[src/shared/adc_q2_pkg.sv]
// constants, field layouts and types for the queue 2 control block
// assumes one converter clock drives all users of this package
package adc_q2_pkg;
  // register indices on the plain register port
  localparam logic [3:0]  ADDR_Q2_CTRL     = 4'h0;
  localparam logic [3:0]  ADDR_Q2_STATUS   = 4'h1;
  // control register layout and reset value
  localparam int          CTRL_CIE_BIT     = 15;
  localparam int          CTRL_PIE_BIT     = 14;
  localparam int          CTRL_SSE_BIT     = 13;
  localparam int          CTRL_MODE_HI     = 12;
  localparam int          CTRL_MODE_LO     = 8;
  localparam int          CTRL_RESUME_BIT  = 7;
  localparam int          CTRL_PTR_HI      = 6;
  localparam logic [15:0] CTRL_RESET       = 16'h007F;
  // status register layout
  localparam int          STAT_STATE_LO    = 8;
  localparam int          STAT_PTR_LO      = 0;
  // mode codes, low nibble classes and reserved codes
  localparam int          MODE_CONT_BIT    = 4;
  localparam logic [4:0]  MODE_DISABLED    = 5'h00;
  localparam logic [4:0]  MODE_RSVD_A      = 5'h0F;
  localparam logic [4:0]  MODE_RSVD_B      = 5'h10;
  localparam logic [4:0]  MODE_RSVD_C      = 5'h1F;
  localparam logic [3:0]  MODE_LOW_SW      = 4'h1;
  localparam logic [3:0]  MODE_LOW_RISE    = 4'h2;
  localparam logic [3:0]  MODE_LOW_FALL    = 4'h3;
  localparam logic [3:0]  MODE_LOW_TMR_LO  = 4'h4;
  localparam logic [3:0]  MODE_LOW_TMR_HI  = 4'hE;
  // timer period exponents and command table limits
  localparam int          TIMER_EXP_MIN    = 7;
  localparam int          TIMER_EXP_MAX    = 17;
  localparam logic [6:0]  CCW_LAST         = 7'h3F;
  localparam logic [1:0]  SW_RETRIG_CYCLES = 2'h2;

  typedef struct packed {
    logic       cie;
    logic       pie;
    logic       sse;
    logic [4:0] mode;
    logic       resume;
    logic [6:0] start_ptr;
  } q2_ctrl_t;

  typedef struct packed {
    logic done;
    logic pause;
    logic end_of_queue_code;
  } conv_result_t;

  typedef enum logic [2:0] {Q2_IDLE, Q2_PENDING, Q2_ACTIVE, Q2_PAUSED, Q2_SUSPENDED} q2_state_t;

  function automatic logic mode_valid(input logic [4:0] m);
    return m != MODE_DISABLED && m != MODE_RSVD_A && m != MODE_RSVD_B && m != MODE_RSVD_C;
  endfunction : mode_valid

  function automatic logic mode_timer(input logic [4:0] m);
    return m[3:0] >= MODE_LOW_TMR_LO && m[3:0] <= MODE_LOW_TMR_HI;
  endfunction : mode_timer
endpackage : adc_q2_pkg

[src/core/adc_q2_control.sv]
// queue 2 control register, queue 2 sequencing and queue 1 boundary
// assumes the engine raises q1_active in the cycle of q1_trigger and that
// all engine strobes are on clk; ext_trigger_pin is asynchronous
//
// Notes on behaviour
// - without a prior pause, restart suspends from the queue's first word.
// - after a pause, restart suspends from the current subqueue's first word.
// - a finished subqueue is not rerun until the whole queue is done.
// - a queue 1 trigger suspends queue 2; it resumes later.
// - resume bit 7 set continues at the aborted word; clear restarts.
// - resume bit changes apply only at queue start, end of queue, mode change or stop mode.
// - bits 6..0 give queue 2 start and queue 1 end boundary.
// - start pointer 64 or more empties queue 2; queue 1 ends at word 63.
// - start pointer 0 stops queue 1 after reading word 0, no conversion.
// - pointer writes after start or while pending wait for next start.
// - continuous mode retriggers at end, restarting at the live pointer.
// - pointer changes act at once as the queue 1 boundary.
// - a word in conversion finishes before a moved boundary applies.
// - each queue 1 fetch is compared with the pointer; match ends queue 1.
// - stop mode resets the control register to 0x007F.
// - completion interrupt on last word done when bit 15 is set.
// - pause interrupt on paused word done when bit 14 is set.
// - bit 13 gates triggers in single-scan modes.
// - single-scan enable reads zero outside test mode, self-clears at end.
// - single-scan enable and single-scan mode may be written together.
// - bits 12..8 select the queue 2 operating mode.
// - mode codes as listed; 01111, 10000 and 11111 are reserved.
// - timer modes trigger every clock times 2^7 up to 2^17.
// - a queue also ends on channel 63 or the last table word.
//
// Decided for this implementation: the register addresses and the strobed register port.
`timescale 1ns/10ps
module adc_q2_control
  import adc_q2_pkg::*;
#(
  parameter int TIMER_EXP_BASE = TIMER_EXP_MIN
) (
  input  wire logic         clk,
  input  wire logic         rst_n,
  input  wire logic         stop_mode,
  input  wire logic         test_mode,
  input  wire logic [3:0]   reg_addr,
  input  wire logic [15:0]  reg_wdata,
  input  wire logic         reg_wr,
  input  wire logic         reg_rd,
  output logic [15:0]       reg_rdata,
  input  wire logic         ext_trigger_pin,
  input  wire logic         q1_trigger,
  input  wire logic         q1_active,
  input  wire logic         q1_fetch,
  input  wire logic [6:0]   q1_fetch_loc,
  input  wire logic         q1_conv_done,
  input  wire conv_result_t q2_result,
  output logic              q2_run,
  output logic [6:0]        q2_cmd_ptr,
  output logic              q2_complete_irq,
  output logic              q2_pause_irq,
  output logic              q1_end,
  output logic              q1_abort
);
  q2_ctrl_t   ctrl_reg;
  q2_ctrl_t   wr_val;
  q2_state_t  state_reg;
  logic [6:0] sub_start_reg;
  logic       resume_lat_reg;
  logic [1:0] retrig_cnt_reg;
  logic [2:0] ext_sync_reg;
  logic       ext_level_reg;
  logic       ctrl_wr;
  logic       mode_change;
  logic       sse_clear;
  logic       ext_stable;
  logic       ext_rise;
  logic       ext_fall;
  logic       timer_tick;
  logic       single;
  logic       sw_mode;
  logic       edge_trig;
  logic       start_req;
  logic       q2_empty;
  logic       conv_taken;
  logic       last_word;
  logic       cont_restart;

  assign wr_val      = q2_ctrl_t'(reg_wdata);
  assign ctrl_wr     = reg_wr && reg_addr == ADDR_Q2_CTRL;
  assign mode_change = ctrl_wr && wr_val.mode != ctrl_reg.mode;

  // control register
  always_ff @(posedge clk or negedge rst_n) begin
    if (!rst_n) begin
      ctrl_reg <= q2_ctrl_t'(CTRL_RESET);
    end else if (stop_mode) begin
      ctrl_reg <= q2_ctrl_t'(CTRL_RESET);
    end else if (ctrl_wr) begin
      // a written one beats the self-clear of the same cycle
      ctrl_reg <= wr_val;
    end else if (sse_clear) begin
      ctrl_reg.sse <= 1'b0;
    end
  end

  // read port, data in the cycle after the strobe
  always_ff @(posedge clk or negedge rst_n) begin
    if (!rst_n) begin
      reg_rdata <= '0;
    end else if (reg_rd && reg_addr == ADDR_Q2_CTRL) begin
      reg_rdata                 <= ctrl_reg;
      reg_rdata[CTRL_SSE_BIT]   <= ctrl_reg.sse && test_mode;
    end else if (reg_rd && reg_addr == ADDR_Q2_STATUS) begin
      reg_rdata                 <= '0;
      reg_rdata[STAT_STATE_LO+:3] <= state_reg;
      reg_rdata[STAT_PTR_LO+:7]   <= q2_cmd_ptr;
    end else begin
      reg_rdata <= '0;
    end
  end

  // external trigger pin: three stages, a change counts once stages two and three agree
  always_ff @(posedge clk or negedge rst_n) begin
    if (!rst_n) begin
      ext_sync_reg <= '0;
    end else begin
      ext_sync_reg <= {ext_sync_reg[1:0], ext_trigger_pin};
    end
  end

  assign ext_stable = ext_sync_reg[1] == ext_sync_reg[2];
  assign ext_rise   = ext_stable && ext_sync_reg[2] && !ext_level_reg;
  assign ext_fall   = ext_stable && !ext_sync_reg[2] && ext_level_reg;

  always_ff @(posedge clk or negedge rst_n) begin
    if (!rst_n) begin
      ext_level_reg <= 1'b0;
    end else if (ext_stable) begin
      ext_level_reg <= ext_sync_reg[2];
    end
  end

  q2_interval_timer #(
    .EXP_BASE (TIMER_EXP_BASE)
  ) u_timer (
    .clk     (clk),
    .rst_n   (rst_n),
    .mode    (ctrl_reg.mode),
    .restart (mode_change || stop_mode),
    .tick    (timer_tick)
  );

  // trigger qualification
  assign single    = !ctrl_reg.mode[MODE_CONT_BIT];
  assign sw_mode   = ctrl_reg.mode[3:0] == MODE_LOW_SW;
  assign q2_empty  = ctrl_reg.start_ptr[6];
  assign edge_trig = (ctrl_reg.mode[3:0] == MODE_LOW_RISE && ext_rise)
                  || (ctrl_reg.mode[3:0] == MODE_LOW_FALL && ext_fall)
                  || (mode_timer(ctrl_reg.mode) && timer_tick);
  // reserved and disabled codes never start the queue
  assign start_req = mode_valid(ctrl_reg.mode) && !q2_empty
                  && (edge_trig || sw_mode)
                  && (!single || ctrl_reg.sse);

  // a word result counts only while running and not being suspended this cycle
  assign conv_taken   = state_reg == Q2_ACTIVE && q2_result.done && !q1_trigger
                     && !mode_change && !stop_mode;
  assign last_word    = q2_result.end_of_queue_code || q2_cmd_ptr == CCW_LAST;
  assign cont_restart = conv_taken && last_word && !single && !q2_empty;
  assign sse_clear    = conv_taken && last_word && single;

  // queue 2 sequencer
  always_ff @(posedge clk or negedge rst_n) begin
    if (!rst_n) begin
      state_reg <= Q2_IDLE;
    end else if (stop_mode || mode_change) begin
      state_reg <= Q2_IDLE;
    end else begin
      case (state_reg)
        Q2_IDLE: begin
          if (start_req) begin
            state_reg <= q1_active ? Q2_PENDING : Q2_ACTIVE;
          end
        end
        Q2_PENDING: begin
          if (!q1_active) begin
            state_reg <= Q2_ACTIVE;
          end
        end
        Q2_ACTIVE: begin
          if (q1_trigger) begin
            state_reg <= Q2_SUSPENDED;
          end else if (conv_taken && last_word) begin
            state_reg <= cont_restart ? Q2_ACTIVE : Q2_IDLE;
          end else if (conv_taken && q2_result.pause) begin
            state_reg <= Q2_PAUSED;
          end
        end
        Q2_PAUSED: begin
          if (sw_mode ? retrig_cnt_reg == 2'h1 : edge_trig) begin
            state_reg <= Q2_ACTIVE;
          end
        end
        Q2_SUSPENDED: begin
          if (!q1_active) begin
            state_reg <= Q2_ACTIVE;
          end
        end
        default: begin
          state_reg <= Q2_IDLE;
        end
      endcase
    end
  end

  // software modes leave a pause by themselves after a short retrigger delay
  always_ff @(posedge clk or negedge rst_n) begin
    if (!rst_n) begin
      retrig_cnt_reg <= '0;
    end else if (conv_taken && q2_result.pause && !last_word) begin
      retrig_cnt_reg <= SW_RETRIG_CYCLES;
    end else if (retrig_cnt_reg != 2'h0) begin
      retrig_cnt_reg <= retrig_cnt_reg - 2'h1;
    end
  end

  // command pointer and subqueue start
  always_ff @(posedge clk or negedge rst_n) begin
    if (!rst_n) begin
      q2_cmd_ptr    <= '0;
      sub_start_reg <= '0;
    end else if (state_reg == Q2_IDLE && start_req && !mode_change && !stop_mode) begin
      // pointer is sampled here; later writes wait for the next start
      q2_cmd_ptr    <= ctrl_reg.start_ptr;
      sub_start_reg <= ctrl_reg.start_ptr;
    end else if (cont_restart) begin
      q2_cmd_ptr    <= ctrl_reg.start_ptr;
      sub_start_reg <= ctrl_reg.start_ptr;
    end else if (conv_taken && q2_result.pause && !last_word) begin
      q2_cmd_ptr    <= q2_cmd_ptr + 7'h1;
      sub_start_reg <= q2_cmd_ptr + 7'h1;
    end else if (conv_taken && !last_word) begin
      q2_cmd_ptr    <= q2_cmd_ptr + 7'h1;
    end else if (state_reg == Q2_SUSPENDED && !q1_active && !stop_mode && !mode_change) begin
      q2_cmd_ptr    <= resume_lat_reg ? q2_cmd_ptr : sub_start_reg;
    end
  end

  // resume choice is frozen while the queue runs
  always_ff @(posedge clk or negedge rst_n) begin
    if (!rst_n) begin
      resume_lat_reg <= 1'b0;
    end else if (stop_mode) begin
      resume_lat_reg <= CTRL_RESET[CTRL_RESUME_BIT];
    end else if (mode_change) begin
      resume_lat_reg <= wr_val.resume;
    end else if ((state_reg == Q2_IDLE && start_req) || (conv_taken && last_word)) begin
      resume_lat_reg <= ctrl_reg.resume;
    end
  end

  // interrupt requests, one cycle each
  always_ff @(posedge clk or negedge rst_n) begin
    if (!rst_n) begin
      q2_complete_irq <= 1'b0;
      q2_pause_irq    <= 1'b0;
    end else begin
      q2_complete_irq <= conv_taken && last_word && ctrl_reg.cie;
      q2_pause_irq    <= conv_taken && q2_result.pause && ctrl_reg.pie;
    end
  end

  always_ff @(posedge clk or negedge rst_n) begin
    if (!rst_n) begin
      q2_run <= 1'b0;
    end else begin
      q2_run <= state_reg == Q2_ACTIVE && !q1_trigger;
    end
  end

  // queue 1 ends against the live pointer; software is better served by an
  // end-of-queue word since a moved pointer can be stepped past
  q1_boundary u_q1_boundary (
    .clk          (clk),
    .rst_n        (rst_n),
    .q1_fetch     (q1_fetch),
    .q1_fetch_loc (q1_fetch_loc),
    .start_ptr    (ctrl_reg.start_ptr),
    .q1_conv_done (q1_conv_done),
    .q1_end       (q1_end),
    .q1_abort     (q1_abort)
  );
endmodule : adc_q2_control

[src/core/q1_boundary.sv]
// end-of-queue detection for queue 1 against the queue 2 start pointer
// assumes one fetch pulse per queue 1 word and one done pulse per conversion
`timescale 1ns/10ps
module q1_boundary
  import adc_q2_pkg::*;
(
  input  wire logic       clk,
  input  wire logic       rst_n,
  input  wire logic       q1_fetch,
  input  wire logic [6:0] q1_fetch_loc,
  input  wire logic [6:0] start_ptr,
  input  wire logic       q1_conv_done,
  output logic            q1_end,
  output logic            q1_abort
);
  logic busy_reg;
  logic end_after_reg;
  logic fetch_hit;
  logic fetch_last;

  // live pointer, compared only at fetch so a word in conversion always finishes
  assign fetch_hit  = q1_fetch && !start_ptr[6] && q1_fetch_loc == start_ptr;
  assign fetch_last = q1_fetch && start_ptr[6] && q1_fetch_loc == CCW_LAST;

  always_ff @(posedge clk or negedge rst_n) begin
    if (!rst_n) begin
      busy_reg <= 1'b0;
    end else if (q1_fetch && !fetch_hit) begin
      busy_reg <= 1'b1;
    end else if (q1_conv_done) begin
      busy_reg <= 1'b0;
    end
  end

  always_ff @(posedge clk or negedge rst_n) begin
    if (!rst_n) begin
      end_after_reg <= 1'b0;
    end else if ((fetch_hit && busy_reg) || fetch_last) begin
      end_after_reg <= 1'b1;
    end else if (q1_conv_done) begin
      end_after_reg <= 1'b0;
    end
  end

  always_ff @(posedge clk or negedge rst_n) begin
    if (!rst_n) begin
      q1_end   <= 1'b0;
      q1_abort <= 1'b0;
    end else begin
      q1_end   <= q1_conv_done && end_after_reg;
      q1_abort <= fetch_hit && !busy_reg;
    end
  end
endmodule : q1_boundary

[src/core/q2_interval_timer.sv]
// interval and periodic trigger source for queue 2
// assumes the converter clock is clk; restart pulses on every mode change
`timescale 1ns/10ps
module q2_interval_timer
  import adc_q2_pkg::*;
#(
  parameter int EXP_BASE = TIMER_EXP_MIN
) (
  input  wire logic       clk,
  input  wire logic       rst_n,
  input  wire logic [4:0] mode,
  input  wire logic       restart,
  output logic            tick
);
  logic [TIMER_EXP_MAX-1:0] cnt_reg;
  logic [TIMER_EXP_MAX-1:0] mask;
  logic [4:0]               exp_sel;

  // period is the converter clock times two to the selected exponent
  assign exp_sel = 5'(EXP_BASE) + {1'b0, mode[3:0] - MODE_LOW_TMR_LO};
  assign mask    = (TIMER_EXP_MAX'(1) << exp_sel) - TIMER_EXP_MAX'(1);

  always_ff @(posedge clk or negedge rst_n) begin
    if (!rst_n) begin
      cnt_reg <= '0;
    end else if (restart) begin
      cnt_reg <= '0;
    end else begin
      cnt_reg <= cnt_reg + TIMER_EXP_MAX'(1);
    end
  end

  always_ff @(posedge clk or negedge rst_n) begin
    if (!rst_n) begin
      tick <= 1'b0;
    end else begin
      tick <= mode_timer(mode) && !restart && ((cnt_reg & mask) == mask);
    end
  end
endmodule : q2_interval_timer

[config.mk]
export PLATFORM = sky130hd
export DESIGN_NAME = adc_q2_control
export DESIGN_NICKNAME = d
export VERILOG_FILES = /design/src/shared/adc_q2_pkg.sv /design/src/core/adc_q2_control.sv /design/src/core/q1_boundary.sv /design/src/core/q2_interval_timer.sv
export SDC_FILE = /design/constraint.sdc
export NUM_CORES = 1
export LEC_CHECK = 0
export ABC_AREA = 1
export BUFFER_PORTS_ARGS = -buffer_cell sky130_fd_sc_hd__buf_2
export CELL_PAD_IN_SITES_DETAIL_PLACEMENT = 1
export CELL_PAD_IN_SITES_GLOBAL_PLACEMENT = 1
export CORE_MARGIN = 3
export CORE_UTILIZATION = 44
export CTS_BUF_LIST = sky130_fd_sc_hd__clkbuf_4 sky130_fd_sc_hd__clkbuf_8
export CTS_CLUSTER_SIZE = 16
export DETAILED_ROUTE_END_ITERATION = 6
export GPL_ROUTABILITY_DRIVEN = 0
export PLACE_DENSITY = 0.89
export SLEW_MARGIN = 20
export SYNTH_ARGS = -nofsm -noshare
export SYNTH_HDL_FRONTEND = slang
export SYNTH_HIERARCHICAL = 1
export SYNTH_SLANG_ARGS = --single-unit
[constraint.sdc]
create_clock -name clk -period 3.75 [get_ports clk]
set_clock_uncertainty 0.05 [all_clocks]
set_input_delay 0.5625 -clock clk [delete_from_list [all_inputs] [get_ports clk]]
set_output_delay 0.5625 -clock clk [all_outputs]
set_load 0.05 [all_outputs]
### Word-level counts from Yosys, hierarchy flattened

Index checks and enable logic that the tools add are counted.

* $add $sub $neg: 6
* order comparisons: 2
* equal/unequal tests: 23
* shift operators: 1
* muxes and demuxes: 36
* bitwise logic cells: 1
* reduce and logical (&&, ||, !) cells: 84

Operators by type and width (count)
* 7-bit 2-to-1 mux: 9
* 1-bit logical AND: 49
* 16-bit 2-to-1 mux: 2
* 3-bit 2-to-1 mux: 7
* 17-bit by 1-bit adder with 17-bit output (second input constant): 1
* 17-bit AND: 1
* 17-bit equality test: 1
* 17-bit 2-to-1 mux: 1
* 1-bit by 5-bit left shift with 17-bit output (first input constant): 1
* 17-bit by 2-bit subtractor with 17-bit output (second input constant): 1
* 7-bit by 6-bit equality test with 1-bit output (second input constant): 2
* 13-bit 2-to-1 mux: 1
* 1-bit logical NOT: 12
* 3-bit one-hot mux with 4 select lines: 1
* 11-bit 2-to-1 mux: 1
* 2-bit 2-to-1 mux: 5
* 5-bit by 4-bit inequality test with 1-bit output (second input constant): 2
* 5-bit inequality test (second input constant): 2
* 2-bit nonzero test: 5
* 5-bit nonzero test: 2
* 1-bit 2-to-1 mux: 9
* 3-bit by 2-bit inequality test with 1-bit output (second input constant): 3
* 3-bit nonzero test: 3
* 4-bit by 1-bit equality test with 1-bit output (second input constant): 2
* other kinds (21): 30

* bits in registers: 81
* input bits: 41
* output and inout port bits: 28
* logic and storage cells: 176

### Depth between registers and ports, before layout

* depth in word-level cells: 14
* mapped depth: 20
* mapped depth without buffers: 19

### Hierarchy

The synthesis kept the hierarchy.

Modules (own cells, without submodules)
* adc_q2_control: instances 1, cells an instance 346, area each 2922.8 um^2, sequential area each 1485.2 um^2
* q2_interval_timer: instances 1, cells an instance 291, area each 1890.6 um^2, sequential area each 450.4 um^2
* q1_boundary: instances 1, cells an instance 58, area each 316.6 um^2, sequential area each 100.1 um^2

### Worst setup path after synthesis

OpenSTA, ideal clock, no wires.

* kind: reg-to-reg
* start: reg ctrl_reg[8] (netlist name)
* end: reg u_timer.tick
* setup time: 71 ps
* arrival time: 2550 ps
* required time: 3629 ps
* setup slack: 1079 ps
* stages on the path, launching flop included: 21
* path buffers: 1
* clock period less this slack: 2671 ps
* cells stage by stage: dfrtp_1 -> buf_2 -> nor2_4 -> ha_1 -> inv_1 -> nand4_1 -> inv_1 -> nand2_1 -> ha_1 -> nor2_1 -> nor2_1 -> nand3_1 -> nor2_1 -> nand2_1 -> inv_1 -> nand2_1 -> nor2_1 -> nand3_1 -> nor2_1 -> nand2_1 -> nor2_1

* longest elaborated chain between the ends: 7
* elaborated cells on any way between the ends: 15
* those cells by class: add/sub (3); order compare (2); eq/ne (2); shift (1); bitwise (1); reduce/logical (6)

RTL lines
* start: declaration: line adc_q2_control.sv:61 `q2_ctrl_t ctrl_reg;`
* start signal: assignment: line adc_q2_control.sv:92 `ctrl_reg <= q2_ctrl_t'(CTRL_RESET);`
* start signal: assignment: line adc_q2_control.sv:94 `ctrl_reg <= q2_ctrl_t'(CTRL_RESET);`
* start signal: assignment: line adc_q2_control.sv:97 `ctrl_reg <= wr_val;`
* 4-bit by 3-bit subtractor with 4-bit output: line q2_interval_timer.sv:20 `assign exp_sel = 5'(EXP_BASE) + {1'b0, mode[3:0] - MODE_LOW_TMR_LO};`
* 3-bit by 4-bit adder with 5-bit output: line q2_interval_timer.sv:20
* 1-bit by 5-bit left shift with 17-bit output: line q2_interval_timer.sv:21 `assign mask = (TIMER_EXP_MAX'(1) << exp_sel) - TIMER_EXP_MAX'(1);`
* 17-bit by 2-bit subtractor with 17-bit output: line q2_interval_timer.sv:21
* 17-bit AND: line q2_interval_timer.sv:37 `tick <= mode_timer(mode) && !restart && ((cnt_reg & mask) == mask);`
* 17-bit equality test: line q2_interval_timer.sv:37
* 1-bit logical AND *: line q2_interval_timer.sv:37
* end signal: assignment: line q2_interval_timer.sv:37
* end: declaration: line q2_interval_timer.sv:13 `output logic tick`

Every way passes the cells marked *; elsewhere a longest branch is shown, timed or not.
A chain may end at the register's enable or synchronous reset.

### Final worst setup path

Ends and elaborated chain as after synthesis.

==> run_results.csv <==
group,metric,value,unit
worst_setup_path,critPathKind,"reg2reg",
floorplanning,rows,38,
worst_setup_path,rr_startpoint,"ctrl_reg[8]",
clock_tree,postCtsSetupRepairBufs,0,
clock_tree,clk_pin_slew,90,ps
power,power.leakage,3.101,nW
detailed_routing,vias_per_cell,5.430,
yosys,ys_seq_elements,81,
worst_setup_path,slowest_stage,"dfrtp_1",
clock_tree,root_buffer,"clkbuf_8",
floorplanning,pin_count,69,
timing,final.setup.tns,0,ps
timing,rsz0062_at_grt,"no",
power,p_per_area,381.5,nW/um^2
yosys,synthCells,695,
power,irDropWorstVdd,0.0003117,V
yosys,synth_cell_types,43,
worst_setup_path,cp-start-kind,"flip-flop",
clock_tree,cts.sinks,81,
grt,overflow,0,
timing,slew_headroom,34.63,%
timing,whs,251.0,ps
placed_design,io_buffers,68,
finish,drive_gt1_share,19.53,%
grt,grt_pass1_vias,5485,
timing,fmax,0.3100,GHz
finish,fin_nets,821,
finish,num_antenna_cells,0,
yosys,synthesis.nets,748,
worst_setup_path,crit_chain,"nor2_4 -> ha_1 -> inv_1 -> nand4_1 -> inv_1 -> nand2_1 -> ha_1 -> nor2_1 -> nor2_1 -> nand3_1 -> nor2_1 -> nand2_1 -> inv_1 -> nand2_1 -> nor2_1 -> nand3_1 -> nor2_1 -> nand2_1 -> nor2_1",
clock_tree,h-tree-depth,3,
worst_setup_path,timing.critical_path.buf_inv,3,
worst_hold_path,hold_path_depth,1,
yosys,post-synth-top-count-cell,"nand2_1",
worst_setup_path,critPathRequiredTime,4010,ps
detailed_routing,drcViolationCount,0,
clock_tree,cts_resized,0,
yosys,synth_top_area_share,36.10,%
yosys,postSynth.asyncResetShare,100.0,%
detailed_routing,vias,4958,
grt,grt.total_usage,24.99,%
clock_tree,cts_tree,"yes",
clock_tree,clk_latency,380,ps
detailed_routing,ant_nets,0,
grt,grt_antenna_before_repair,0,
yosys,synth_edf_count,0,
timing,tightest_slew,980.5,ps
worst_setup_path,critPathMaxStageDelay,700,ps
detailed_routing,dr.pass1.iters,4,
worst_setup_path,crit_fanout,16,
worst_setup_path,r2r_setup_slack,520,ps
finish,largest_reg_flops,17,
detailed_routing,wl,15.27,mm
detailed_routing,wl_per_cell,16.73,um
placed_design,placed_cells,897,
worst_setup_path,r2r_cells,19,
yosys,synth_area_leaders,"dfrtp_1 36%, nand2_1 12%, inv_1 7.7%",
grt,grt_pass1_wl,26.14,mm
finish,stdcell_count,913,
floorplanning,core,11130,um^2
clock_tree,numCtsBuffers,9,
floorplanning,die_w,114.0,um
worst_setup_path,arrival,3490,ps
clock_tree,cts_max_path_buffers,2,
yosys,ys_top_cells_by_count,"159 x nand2_1, 105 x inv_1, 86 x nor2_1",
timing,drv_slew,0,
worst_setup_path,end_kind,"flip-flop",
floorplanning,die_h,114.0,um
worst_setup_path,critical_path.top_delay_family,"simple AND/OR/NAND/NOR gates",
timing,setup_viol,0,
timing,finalCritPeriodShare,86.02,%
flow_run,drv_cap,0,
detailed_routing,drtIter0Drc,225,
worst_hold_path,min_from,"ext_trigger_pin",
yosys,yosys_warnings,6,
grt,grt_max_degree,76,
worst_hold_path,hp-class,"in2reg",
worst_setup_path,reg2reg_to,"u_timer/tick",
timing,hold_viol_final,0,
yosys,synth_flop_cell,"dfrtp_1",
yosys,syn_area_per_cell,7.381,um^2
yosys,ys_seq_area_share,39.68,%
clock_tree,cts_hold_buf,0,
finish,area_growth,13.10,%
worst_hold_path,min_to,"ext_sync_reg[0]",
placed_design,dp_hpwl,11.79,mm
timing,fin_crit,3226,ps
floorplanning,start_util,46.11,%
yosys,synth_top_area_cell,"dfrtp_1",
worst_setup_path,cp_common_cell,"nor2_1",
status,outcome,"finished clean",
yosys,synth_area,5130,um^2
floorplanning,die-area,12990,um^2
-- logic make-up after synthesis --
family / Yosys count / share of synthesized area [%]
AOI/OAI and AO/OA: 77 / 9.976
and+or+nand+nor: 399 / 37.05
xor gates and xnor gates: 7 / 1.195
DFF: 81 / 39.68
adders and majority gates: 12 / 2.927
buffers and inverters: 119 / 9.171
-- metrics by stage --
stage | worst slack, ps | power, mW | util [%] | instance area, um^2
after floorplan | 1079 | 1.387 | - | 5130
after global routing | 285.4 | 2.343 | 52.15 | 5802
after detailed placement | 583.0 | 1.563 | 50.38 | 5605
after CTS | 565.7 | 2.232 | 52.15 | 5802
after global placement | 915.5 | 1.532 | 50.38 | 5605
final | 524.4 | 2.213 | 52.15 | 5802
-- layout make-up --
cell class	instances	area (um^2)
Clock buffer	10	131.4
Clock inverter	6	65.06
Fill cell	1459	5324
Inverter	112	420.4
Multi-Input combinational cell	495	2624
Sequential cell	81	2036
Tap cell	140	175.2
Timing Repair Buffer	69	350.3
-- metal layers --
layer | vias to the layer above | part of all wire [%] | global-route usage [%] | routed length, um
met2 | 86 | 52 | 45.12 | 7976
met3 | 34 | 2.8 | 4.032 | 430
li1 | 2385 | - | - | -
met1 | 2453 | 42 | 29.60 | 6473
met4 | 0 | 2.6 | 9.580 | 393
met5 | - | 0 | 0 | 0
-- how the worst max path moves through the flow --
stage	start	endpoint	cells past startpoint
6_report	ctrl_reg[8]	u_timer/tick	19
5_1_grt	ctrl_reg[8]	u_timer/tick	19
4_1_cts	ctrl_reg[8]	u_timer/tick	19
3_5_place_dp	ctrl_reg[8]	u_timer/tick	19
3_3_place_gp	ctrl_reg[8]	u_timer/tick	19
2_1_floorplan	ctrl_reg[8]	u_timer/tick	20
-- report_power, final --
| group | switching (mW) | internal (mW) |
|---|---|---|
| Combinational | 0.380 | 0.158 |
| Clock | 0.343 | 0.318 |
| Sequential | 0.0717 | 0.943 |
-- layout by cell type (no fill, tap or decap), types with 3 or more instances in the layout --
cell type	instances
a21oi_1	16
buf_2	67
clkbuf_8	9
dfrtp_1	74
dfstp_2	7
ha_1	12
inv_1	105
inv_2	6
nand2_1	159
nand2_2	11
nand2_4	5
nand3_1	72
nand4_1	10
nor2_1	86
nor2_2	15
nor2_4	6
nor3_1	19
nor3b_1	6
o211ai_1	9
o211ai_2	4
o21ai_0	20
o21ai_1	3
o21bai_1	3
o22ai_1	13
xor2_1	6
Note: power is estimated with default switching activity, not from simulation.
